### src/amsc_pkg.sv
// constants, field layouts and state carriers for the accelerometer mode and
// sample control block; assumes a 50 MHz system clock and an apb3 master.
// Notes on behaviour
// - pin b doubles as external sample trigger
// - pin a doubles as external clock input
// - standby, measurement and wake-up modes exist
// - measurement samples continuously at selected rate
// - wake-up samples about six times per second
// - wake-up motion: switch mode, interrupt, wake output
// - wake-up uses one-sample activity, registers stay live
// - standby stops all sampling
// - standby keeps pending flags, raises none new
// - reset leaves device in standby
// - samples are 12-bit, scale follows range
// - out-of-range samples clip at full scale
// - output rates span 12.5 Hz to 400 Hz
// - filter pole at quarter or half rate
// - filter pole defaults to quarter rate
package amsc_pkg;

	// timing
	localparam int unsigned SYS_CLK_HZ    = 50_000_000;
	localparam int unsigned ODR_MAX_HZ    = 400;
	localparam int unsigned WAKE_RATE_HZ  = 6;
	localparam int unsigned ODR_MAX_DIV   = SYS_CLK_HZ / ODR_MAX_HZ;
	localparam int unsigned WAKE_DIV      = SYS_CLK_HZ / WAKE_RATE_HZ;
	localparam int unsigned EXT_ODR_DIV   = 64;
	localparam int unsigned EXT_WAKE_DIV  = 4096;
	localparam logic [2:0]  ODR_SEL_MAX   = 3'h5; // code 5 is 400 Hz, code 0 is 12.5 Hz
	localparam logic [2:0]  ODR_SEL_RST   = 3'h3;

	// apb register map
	localparam int unsigned ADDR_W        = 8;
	localparam logic [7:0]  OFS_CTRL      = 8'h00;
	localparam logic [7:0]  OFS_ACT       = 8'h04;
	localparam logic [7:0]  OFS_STATUS    = 8'h08;
	localparam logic [7:0]  OFS_INT_CLR   = 8'h0C;
	localparam logic [7:0]  OFS_INT_EN    = 8'h10;
	localparam logic [7:0]  OFS_SMP_XY    = 8'h14;
	localparam logic [7:0]  OFS_SMP_Z     = 8'h18;

	// field positions
	localparam int unsigned CTRL_W        = 12;
	localparam int unsigned ACT_THR_LSB   = 0;
	localparam int unsigned ACT_TIME_LSB  = 16;
	localparam int unsigned STAT_DRDY     = 0;
	localparam int unsigned STAT_ACT      = 1;
	localparam int unsigned STAT_W        = 2;
	localparam int unsigned STAT_MODE_LSB = 4;
	localparam int unsigned STAT_AWAKE    = 6;
	localparam int unsigned SMP_Y_LSB     = 16;

	// sample path
	localparam int unsigned RAW_W         = 16;
	localparam int unsigned SMP_W         = 12;
	localparam logic [15:0] CLIP_CODE     = 16'h0FFF;
	localparam logic [11:0] ACT_THR_RST   = 12'h0_100;
	localparam logic [7:0]  ACT_TIME_RST  = 8'h01;

	typedef enum logic [1:0] {
		AMSC_MODE_STBY = 2'b00,
		AMSC_MODE_MEAS = 2'b10,
		AMSC_MODE_WAKE = 2'b11
	} amsc_mode_t;

	// control word, packed low field last: req_mode at [1:0]
	typedef struct packed {
		logic       awake_en;    // [11]
		logic       auto_meas;   // [10]
		logic       ext_trig_en; // [9]
		logic       ext_clk_en;  // [8]
		logic       filter_pole_half_select; // [7]
		logic [2:0] odr;         // [6:4]
		logic [1:0] range;       // [3:2]
		logic [1:0] req_mode;    // [1:0]
	} amsc_ctrl_t;

	typedef struct packed {
		logic [15:0] x;
		logic [15:0] y;
		logic [15:0] z;
	} amsc_raw_t;

	typedef struct packed {
		logic [11:0] x;
		logic [11:0] y;
		logic [11:0] z;
	} amsc_smp_t;

	typedef struct packed {
		logic [31:0] cnt;
		logic        tick;
	} amsc_div_st_t;

	typedef struct packed {
		amsc_ctrl_t  ctrl;
		amsc_mode_t  mode;
		logic [11:0] thresh;
		logic [7:0]  act_time;
		logic [7:0]  act_cnt;
		logic [1:0]  status;
		logic [1:0]  int_en;
		amsc_smp_t   smp;
		logic        smp_valid;
		logic        awake;
		logic        irq;
		logic        pin_a_oe;
		logic        pin_b_oe;
		logic [1:0]  sync_a;
		logic [1:0]  sync_b;
		logic        prev_a;
		logic        prev_b;
		logic        pready;
		logic        pslverr;
		logic [31:0] prdata;
	} amsc_st_t;

endpackage

### src/amsc_tick_div.sv
// programmable tick divider: counts step pulses and fires once per limit+1.
// assumes step and limit come from logic on the same system clock.
`timescale 1ns/1ps
module amsc_tick_div
	import amsc_pkg::*;
(
	// clock and reset
	input  wire logic        i_sys_clk,
	input  wire logic        i_rstn,
	// rate control
	input  wire logic        i_step,
	input  wire logic [31:0] i_limit,
	// tick out
	output logic             o_tick
);

	amsc_div_st_t st_q;
	amsc_div_st_t st_d;

	// count steps; a shrinking limit restarts at once instead of wrapping 2^32
	always_comb begin
		st_d      = st_q;
		st_d.tick = 1'b0;
		if (i_step) begin
			if (st_q.cnt >= i_limit) begin
				st_d.cnt  = 32'h0000_0000;
				st_d.tick = 1'b1;
			end else begin
				st_d.cnt = st_q.cnt + 32'h0000_0001;
			end
		end
	end

	// state register
	always_ff @(posedge i_sys_clk or negedge i_rstn) begin
		if (!i_rstn) begin
			st_q <= '0;
		end else begin
			st_q <= st_d;
		end
	end

	assign o_tick = st_q.tick;

endmodule

### src/amsc_top.sv
// accelerometer mode and sample control with apb register access.
// assumes raw axis words arrive on the system clock; the two irq pins are
// asynchronous and are synchronised here before use.
//
// The implementer's own choices: the APB register port and the address map.
`timescale 1ns/1ps
module amsc_top
	import amsc_pkg::*;
#(
	parameter logic [31:0] ODR_MAX_DIV_P  = ODR_MAX_DIV,
	parameter logic [31:0] WAKE_DIV_P     = WAKE_DIV,
	parameter logic [31:0] EXT_ODR_DIV_P  = EXT_ODR_DIV,
	parameter logic [31:0] EXT_WAKE_DIV_P = EXT_WAKE_DIV
) (
	// clock and reset
	input  wire logic        i_sys_clk,
	input  wire logic        i_rstn,
	// apb slave
	input  wire logic [7:0]  i_paddr,
	input  wire logic        i_psel,
	input  wire logic        i_penable,
	input  wire logic        i_pwrite,
	input  wire logic [31:0] i_pwdata,
	output logic [31:0]      o_prdata,
	output logic             o_pready,
	output logic             o_pslverr,
	// raw acceleration from the front end
	input  wire amsc_raw_t   i_raw,
	// dual-use pins
	input  wire logic        i_irq_out_a_extclk_in,
	output logic             o_irq_out_a_extclk_out,
	output logic             o_irq_out_a_extclk_oe,
	input  wire logic        i_irq_out_b_trigger_in,
	output logic             o_irq_out_b_trigger_out,
	output logic             o_irq_out_b_trigger_oe,
	// sample stream and status
	output amsc_smp_t        o_sample,
	output logic             o_sample_valid,
	output logic             o_irq,
	output logic             o_awake,
	output amsc_mode_t       o_mode,
	output logic [1:0]       o_range,
	output logic [2:0]       o_odr_sel,
	output logic             o_filter_pole_half_select
);

	amsc_st_t    st_q;
	amsc_st_t    st_d;
	logic        edge_a;
	logic        edge_b;
	logic        step;
	logic        odr_tick;
	logic        wake_tick;
	logic [2:0]  odr_code;
	logic [4:0]  odr_shift;
	logic [31:0] odr_limit;
	logic [31:0] wake_limit;
	logic [1:0]  rng_shift;
	amsc_raw_t   scaled;
	amsc_smp_t   clipped;
	logic        over;
	logic        cap_evt;
	logic        act_evt;
	logic [7:0]  act_need;
	logic [7:0]  act_cnt_inc;
	logic        apb_setup;
	logic        apb_wr;

	// pin edges read only the second sync stage
	assign edge_a = st_q.sync_a[1] & ~st_q.prev_a;
	assign edge_b = st_q.sync_b[1] & ~st_q.prev_b;

	// base step: system clock or edges of the external clock on pin a
	assign step = st_q.ctrl.ext_clk_en ? edge_a : 1'b1;

	// rate select; codes above the top rate fall back to 400 Hz
	assign odr_code   = (st_q.ctrl.odr > ODR_SEL_MAX) ? ODR_SEL_MAX : st_q.ctrl.odr;
	assign odr_shift  = {2'b00, ODR_SEL_MAX - odr_code};
	assign odr_limit  = ((st_q.ctrl.ext_clk_en ? EXT_ODR_DIV_P : ODR_MAX_DIV_P) << odr_shift)
		- 32'h0000_0001;
	assign wake_limit = (st_q.ctrl.ext_clk_en ? EXT_WAKE_DIV_P : WAKE_DIV_P)
		- 32'h0000_0001;

	// dividers run in every mode so mode changes find a boundary whenever steps arrive
	amsc_tick_div u_odr_div (
		.i_sys_clk (i_sys_clk),
		.i_rstn    (i_rstn),
		.i_step    (step),
		.i_limit   (odr_limit),
		.o_tick    (odr_tick)
	);

	amsc_tick_div u_wake_div (
		.i_sys_clk (i_sys_clk),
		.i_rstn    (i_rstn),
		.i_step    (step),
		.i_limit   (wake_limit),
		.o_tick    (wake_tick)
	);

	// range scaling: wider range keeps 12 bits, so each code weighs more
	assign rng_shift = (st_q.ctrl.range == 2'b11) ? 2'b10 : st_q.ctrl.range;

	// per-axis scale and clip; never wraps past full scale
	genvar ax;
	generate
		for (ax = 0; ax < 3; ax++) begin : g_axis
			assign scaled[ax*RAW_W +: RAW_W] = i_raw[ax*RAW_W +: RAW_W] >> rng_shift;
			assign clipped[ax*SMP_W +: SMP_W] =
				(scaled[ax*RAW_W +: RAW_W] > CLIP_CODE) ? CLIP_CODE[11:0]
				: scaled[ax*RAW_W +: SMP_W];
		end
	endgenerate

	// motion is any axis above the activity threshold
	assign over = (clipped.x > st_q.thresh) | (clipped.y > st_q.thresh)
		| (clipped.z > st_q.thresh);

	// sample moments per mode; standby takes none
	always_comb begin
		case (st_q.mode)
			AMSC_MODE_MEAS: cap_evt = st_q.ctrl.ext_trig_en ? edge_b : odr_tick;
			AMSC_MODE_WAKE: cap_evt = wake_tick;
			AMSC_MODE_STBY: cap_evt = 1'b0;
			default:        cap_evt = 1'b0;
		endcase
	end

	// activity timer only in measurement; wake-up decides on one sample
	assign act_need    = (st_q.act_time == 8'h00) ? 8'h01 : st_q.act_time;
	assign act_cnt_inc = (st_q.act_cnt == 8'hFF) ? 8'hFF : st_q.act_cnt + 8'h01;
	assign act_evt     = cap_evt & over &
		((st_q.mode == AMSC_MODE_WAKE) | (act_cnt_inc >= act_need));

	// apb phases: answer is prepared in setup, taken in the first access cycle
	assign apb_setup = i_psel & ~i_penable;
	assign apb_wr    = i_psel & i_penable & st_q.pready & i_pwrite & ~st_q.pslverr;

	// next-state logic for the whole block
	always_comb begin
		st_d           = st_q;
		st_d.smp_valid = 1'b0;

		// pin synchronisers
		st_d.sync_a = {st_q.sync_a[0], i_irq_out_a_extclk_in};
		st_d.sync_b = {st_q.sync_b[0], i_irq_out_b_trigger_in};
		st_d.prev_a = st_q.sync_a[1];
		st_d.prev_b = st_q.sync_b[1];

		// apb read answer and error for unmapped offsets
		st_d.pready  = apb_setup;
		st_d.pslverr = 1'b0;
		st_d.prdata  = 32'h0000_0000;
		if (apb_setup) begin
			case (i_paddr)
				OFS_CTRL:    st_d.prdata[CTRL_W-1:0] = st_q.ctrl;
				OFS_ACT: begin
					st_d.prdata[ACT_THR_LSB +: 12] = st_q.thresh;
					st_d.prdata[ACT_TIME_LSB +: 8] = st_q.act_time;
				end
				OFS_STATUS: begin
					st_d.prdata[STAT_W-1:0]          = st_q.status;
					st_d.prdata[STAT_MODE_LSB +: 2]  = st_q.mode;
					st_d.prdata[STAT_AWAKE]          = st_q.awake;
				end
				OFS_INT_CLR: st_d.prdata = 32'h0000_0000;
				OFS_INT_EN:  st_d.prdata[STAT_W-1:0] = st_q.int_en;
				OFS_SMP_XY: begin
					st_d.prdata[SMP_W-1:0]          = st_q.smp.x;
					st_d.prdata[SMP_Y_LSB +: SMP_W] = st_q.smp.y;
				end
				OFS_SMP_Z:   st_d.prdata[SMP_W-1:0] = st_q.smp.z;
				default:     st_d.pslverr = 1'b1;
			endcase
		end

		// register writes; every writable register stays writable in every mode
		if (apb_wr) begin
			case (i_paddr)
				OFS_CTRL:    st_d.ctrl = amsc_ctrl_t'(i_pwdata[CTRL_W-1:0]);
				OFS_ACT: begin
					st_d.thresh   = i_pwdata[ACT_THR_LSB +: 12];
					st_d.act_time = i_pwdata[ACT_TIME_LSB +: 8];
				end
				OFS_INT_CLR: begin
					st_d.status = st_q.status & ~i_pwdata[STAT_W-1:0];
					if (i_pwdata[STAT_ACT])
						st_d.awake = 1'b0;
				end
				OFS_INT_EN:  st_d.int_en = i_pwdata[STAT_W-1:0];
				default:     st_d.status = st_q.status;
			endcase
		end

		// mode takes the requested value only at a sample boundary
		if (odr_tick) begin
			case (st_q.ctrl.req_mode)
				AMSC_MODE_MEAS: st_d.mode = AMSC_MODE_MEAS;
				AMSC_MODE_WAKE: st_d.mode = AMSC_MODE_WAKE;
				default:        st_d.mode = AMSC_MODE_STBY;
			endcase
		end

		// capture; new flags only from captures, so standby raises none
		if (cap_evt) begin
			st_d.smp       = clipped;
			st_d.smp_valid = 1'b1;
			st_d.status[STAT_DRDY] = 1'b1;
			st_d.act_cnt   = over ? act_cnt_inc : 8'h00;
		end

		// motion response; set wins over a clear in the same cycle
		if (act_evt) begin
			st_d.act_cnt          = 8'h00;
			st_d.status[STAT_ACT] = 1'b1;
			if (st_q.ctrl.awake_en)
				st_d.awake = 1'b1;
			if (st_q.mode == AMSC_MODE_WAKE && st_q.ctrl.auto_meas) begin
				st_d.mode          = AMSC_MODE_MEAS;
				st_d.ctrl.req_mode = AMSC_MODE_MEAS;
			end
		end

		// interrupt level and pin directions
		st_d.irq      = |(st_d.status & st_d.int_en);
		st_d.pin_a_oe = ~st_d.ctrl.ext_clk_en;
		st_d.pin_b_oe = ~st_d.ctrl.ext_trig_en;
	end

	// state register; reset lands in standby with quarter-rate filter pole
	always_ff @(posedge i_sys_clk or negedge i_rstn) begin
		if (!i_rstn) begin
			st_q               <= '0;
			st_q.ctrl.odr      <= ODR_SEL_RST;
			st_q.mode          <= AMSC_MODE_STBY;
			st_q.thresh        <= ACT_THR_RST;
			st_q.act_time      <= ACT_TIME_RST;
			st_q.pin_a_oe      <= 1'b1;
			st_q.pin_b_oe      <= 1'b1;
		end else begin
			st_q <= st_d;
		end
	end

	// outputs straight from state; pole setting drives the filter directly
	assign o_prdata                  = st_q.prdata;
	assign o_pready                  = st_q.pready;
	assign o_pslverr                 = st_q.pslverr;
	assign o_irq_out_a_extclk_out    = st_q.irq;
	assign o_irq_out_a_extclk_oe     = st_q.pin_a_oe;
	assign o_irq_out_b_trigger_out   = st_q.irq;
	assign o_irq_out_b_trigger_oe    = st_q.pin_b_oe;
	assign o_sample                  = st_q.smp;
	assign o_sample_valid            = st_q.smp_valid;
	assign o_irq                     = st_q.irq;
	assign o_awake                   = st_q.awake;
	assign o_mode                    = st_q.mode;
	assign o_range                   = st_q.ctrl.range;
	assign o_odr_sel                 = st_q.ctrl.odr;
	assign o_filter_pole_half_select = st_q.ctrl.filter_pole_half_select;
endmodule

### config.mk
export PLATFORM = sky130hd
export DESIGN_NAME = amsc_top
export DESIGN_NICKNAME = d
export VERILOG_FILES = /design/src/amsc_pkg.sv /design/src/amsc_tick_div.sv /design/src/amsc_top.sv
export SDC_FILE = /design/constraint.sdc
export NUM_CORES = 1
export LEC_CHECK = 0
export ABC_AREA = 0
export BUFFER_PORTS_ARGS = -buffer_cell sky130_fd_sc_hd__buf_2
export CORE_ASPECT_RATIO = 1.75
export CORE_MARGIN = 1
export CORE_UTILIZATION = 58
export DETAILED_ROUTE_END_ITERATION = 8
export PLACE_DENSITY = 0.92
export SETUP_SLACK_MARGIN = 0.4
export SYNTH_ARGS = -nofsm -noshare
export SYNTH_HDL_FRONTEND = slang
export SYNTH_SLANG_ARGS = --single-unit
### constraint.sdc
create_clock -name i_sys_clk -period 4 [get_ports i_sys_clk]
set_clock_uncertainty 0.05 [all_clocks]
set_input_delay 0.4 -clock i_sys_clk [delete_from_list [all_inputs] [get_ports i_sys_clk]]
set_output_delay 0.4 -clock i_sys_clk [all_outputs]
set_load 0.01 [all_outputs]
==> flow_summary_export.csv <==
group,metric,value,unit
run_status,status,"finished clean",
critical_path,crit_type,"reg2reg",
critical_path,worstPathArrival,3.82,ns
routing,vias,10200,
power,ir_drop,0.2547,mV
yosys,synthCells,1280,
routing,drt_pass1_iterations,7,
yosys,yosysWarnings,0,
yosys,synth_edf_count,0,
clocking,htree_levels,4,
finish,n_fill_cell,1495,
critical_path,critPathLaunch,"o_odr_sel[1]",
power,power_density,458.3,mW/mm²
critical_path,critPathLaunchType,"flip-flop",
run,maxCapViolations,0,
floorplan,ios,180,
yosys,synth-seq-cells,185,
yosys,synth_flop_cell,"dfrtp_1",
critical_path,timing.rr.start,"o_odr_sel[1]",
floorplan,die_w,109.9,µm
yosys,ys_seq_area_frac,0.3925,
critical_path,ff2ff_setup_slack,0.47,ns
clocking,clock-sinks,185,
routing,vias_per_cell,6.245,
critical_path,worst_ep_required_time,4.29,ns
floorplan,die-area,0.02097,mm²
critical_path,endpoint_kind,"flip-flop",
yosys,yosysUniqueCellTypes,67,
clocking,cts_made_buffers,17,
finish,final_util,0.6565,
sta,tightest_slew,0.9214,ns
floorplan,coreArea,0.01982,mm²
clocking,root_buffer,"clkbuf_16",
sta,setup-violations-final,0,
yosys,syn-cell-area,0.01181,mm²
sta,slew_headroom,0.3811,
grt,grt_pass1_wl,50.48,mm
grt,grt_max_degree,85,
floorplan,die_y,190.8,µm
grt,grt_usage,0.3163,
sta,tns,0,ns
sta,fin_crit_sh,0.8822,
critical_path,r2r-end,"u_odr_div.st_q[4]",
min_path,hold_class,"in2reg",
finish,drive_above_1_share,0.2045,
finish,syn2layout_area_growth,10.17,%
floorplan,num_rows,68,
finish,fin_area,0.01302,mm²
clocking,cts_tree,"built",
routing,drc_errors,0,
yosys,synth_area_per_cell,9.230,µm²
clocking,clk_latency,0.44,ns
clocking,clockBufferDepth,2,
place,port_buffers,159,
sta,hold_violations,0,
min_path,hold_depth,1,
grt,gr-total-overflow,0,
finish,finalNetCount,1565,
yosys,synth_top_area_cell,"dfrtp_1",
finish,n_antenna_cell,0,
yosys,synth_top_area_share,0.3792,
place,placedInstanceArea,0.01239,mm²
floorplan,initial_utilization,0.5959,
routing,ant_nets,0,
finish,multi_input_area,0.006312,mm²
yosys,async_reset_ff_frac,1.000,
sta,finalMaxSlewViolations,0,
sta,rsz0062_at_grt,"false",
critical_path,worstSetupEndpoint,"u_odr_div.st_q[4]",
power,leakagePower,6.098,nW
finish,layout.area.seq,0.004641,mm²
place,gp_congestion,0.9116,
sta,period_needed,3.529,ns
routing,wl,31.98,mm
grt,first_global_vias,10270,
sta,fmax,283.4,MHz
routing,routedWlPerCell,19.57,µm
yosys,synthTopCellsByArea,"dfrtp_1 38%, ha_1 10%, buf_4 5.0%, mux2_2 4.1%, nand2_1 3.8%",
routing,drt_iter0_drc,808,
critical_path,crit_path_max_fanout,9,
place,dp_hpwl,23.70,mm
critical_path,r2r_cells,17,
grt,antenna_found_initial,0,
clocking,path_clk_slew,0.07,ns
-- layer usage --
metal  GRT usage  up-vias  share of wire
li1            -     4608              -
met1      0.3212     4877           0.34
met2      0.5469      538           0.51
met3     0.05502      181          0.058
met4      0.2687        0          0.086
met5           0        -              0
-- repair_timing --
action / 4_1_cts / 5_1_grt
setup buffers: 0 / 6
hold buffers: 1 / 0
endpoints found under the hold margin: 65 / 0
gates resized for setup: 2 / 10
setup endpoints to repair: 20 / 43
pin swaps: 0 / 1
-- how the worst min path moves through the flow --
stage	startpoint	to
after floorplan	i_rstn	o_awake
after global placement	st_d[39]	st_d[35]
after detailed placement	st_d[37]	st_d[34]
after CTS	i_irq_out_a_extclk_in	st_d[39]
after global routing	i_irq_out_a_extclk_in	st_d[39]
final	i_irq_out_a_extclk_in	st_d[39]
-- registers in the layout, summed over array words and instances (netlist names), 2 cells and up --
name             count
o_mode               2
o_range              2
o_sample            36
st_q                40
o_prdata            24
u_odr_div.st_q      32
o_odr_sel            3
st_d                 4
u_wake_div.st_q     32
-- cells by family (layout without fill, tap and decap cells) --
logic type	count (synthesis)	in the layout	share of synthesized area
mux	50	50	0.04692
fa+ha+maj	94	94	0.09956
other cells	2	18	0.0006357
simple gates	458	458	0.1932
compound gates	260	260	0.1411
flops	185	185	0.3925
buf+inv	170	263	0.08091
xor+xnor	61	61	0.04522
-- per-stage QoR --
step	hold WS (ns)	cells	setup slack, ns	power, W
3_5_place_dp	0.2911	1595	0.2291	0.004271
3_3_place_gp	0.2867	1595	0.4195	0.004160
6_report	0.01474	1634	0.4713	0.005964
2_1_floorplan	0.05441	1296	0.5039	0.003832
4_1_cts	0.01159	1628	0.4056	0.005900
5_1_grt	0.01082	1634	0.3077	0.006239
-- cell usage after synthesis, types with 3 or more instances --
| library cell | n |
|---|---|
| a31oi_1 | 4 |
| nor4_1 | 3 |
| ha_1 | 94 |
| nor2b_1 | 45 |
| a211oi_1 | 33 |
| nand3b_1 | 3 |
| buf_1 | 8 |
| o211ai_1 | 7 |
| or2_2 | 3 |
| o21ai_0 | 86 |
| dfstp_2 | 6 |
| a222oi_1 | 10 |
| nand3_1 | 42 |
| buf_2 | 8 |
| buf_4 | 78 |
| nor4b_1 | 3 |
| dfrtp_1 | 179 |
| a21o_1 | 12 |
| a2111oi_0 | 3 |
| mux2i_1 | 7 |
| nor2_1 | 99 |
| a22oi_1 | 15 |
| xnor2_1 | 27 |
| a21boi_0 | 3 |
| xor2_1 | 34 |
| and3_1 | 35 |
| nand4_1 | 23 |
| and2_1 | 35 |
| and4_1 | 3 |
| nand2b_1 | 16 |
| a21oi_1 | 60 |
| clkbuf_1 | 34 |
| nand2_1 | 121 |
| mux2_2 | 43 |
| inv_1 | 37 |
| nor3_1 | 20 |
| o22ai_1 | 3 |
-- power breakdown --
group          leakage, nW  internal, W  total, W  switching, W
logic                 3.63     0.000724   0.00162      0.000899
registers             2.22      0.00225   0.00273      0.000478
clock network        0.252     0.000861   0.00161      0.000749
total                 6.10      0.00384   0.00596       0.00213
-- critical path, cell delays in order, from the launching register on --
cell and delay [ns]:
dfstp_2 0.41, nor2_2 0.27, nand2_1 0.10, ha_1 0.29
nor3_1 0.23, a21oi_1 0.10, nor2_1 0.13, a21oi_1 0.06
o22a_1 0.19, ha_1 0.29, nand3_1 0.08, a21oi_1 0.07
a211oi_2 0.24, o32ai_1 0.17, nor2_2 0.25, buf_4 0.17
nand2_1 0.09, o21ai_0 0.23
-- layout by cell type, fill, tap and decap left out, types with 4 or more instances in the layout --
cell        count
mux2i_1         7
a21o_1         12
mux2_2         43
a211oi_1       32
clkinvlp_4      5
and2_1         35
a31oi_1         4
xor2_1         34
a22oi_1        15
ha_1           94
o211ai_1        7
dfrtp_1       178
clkbuf_1        5
conb_1         18
nand2_1       121
buf_2         158
o21ai_0        84
buf_4          29
inv_1          36
a21oi_1        60
xnor2_1        27
nor3_1         20
nor2b_1        45
a222oi_1       10
clkbuf_16      17
nand3_1        42
nand4_1        23
nor2_1         96
and3_1         35
dfstp_2         6
nand2b_1       16
-- final cells by class --
type | count | area share
Clock buffer | 22 | 0.03413
Clock inverter | 10 | 0.007402
Inverter | 40 | 0.01182
Multi-Input combinational cell | 941 | 0.4850
Sequential cell | 185 | 0.3566
Tap cell | 245 | 0.02355
Timing Repair Buffer | 191 | 0.08152
No activity file was read; power rests on OpenSTA's default activity.
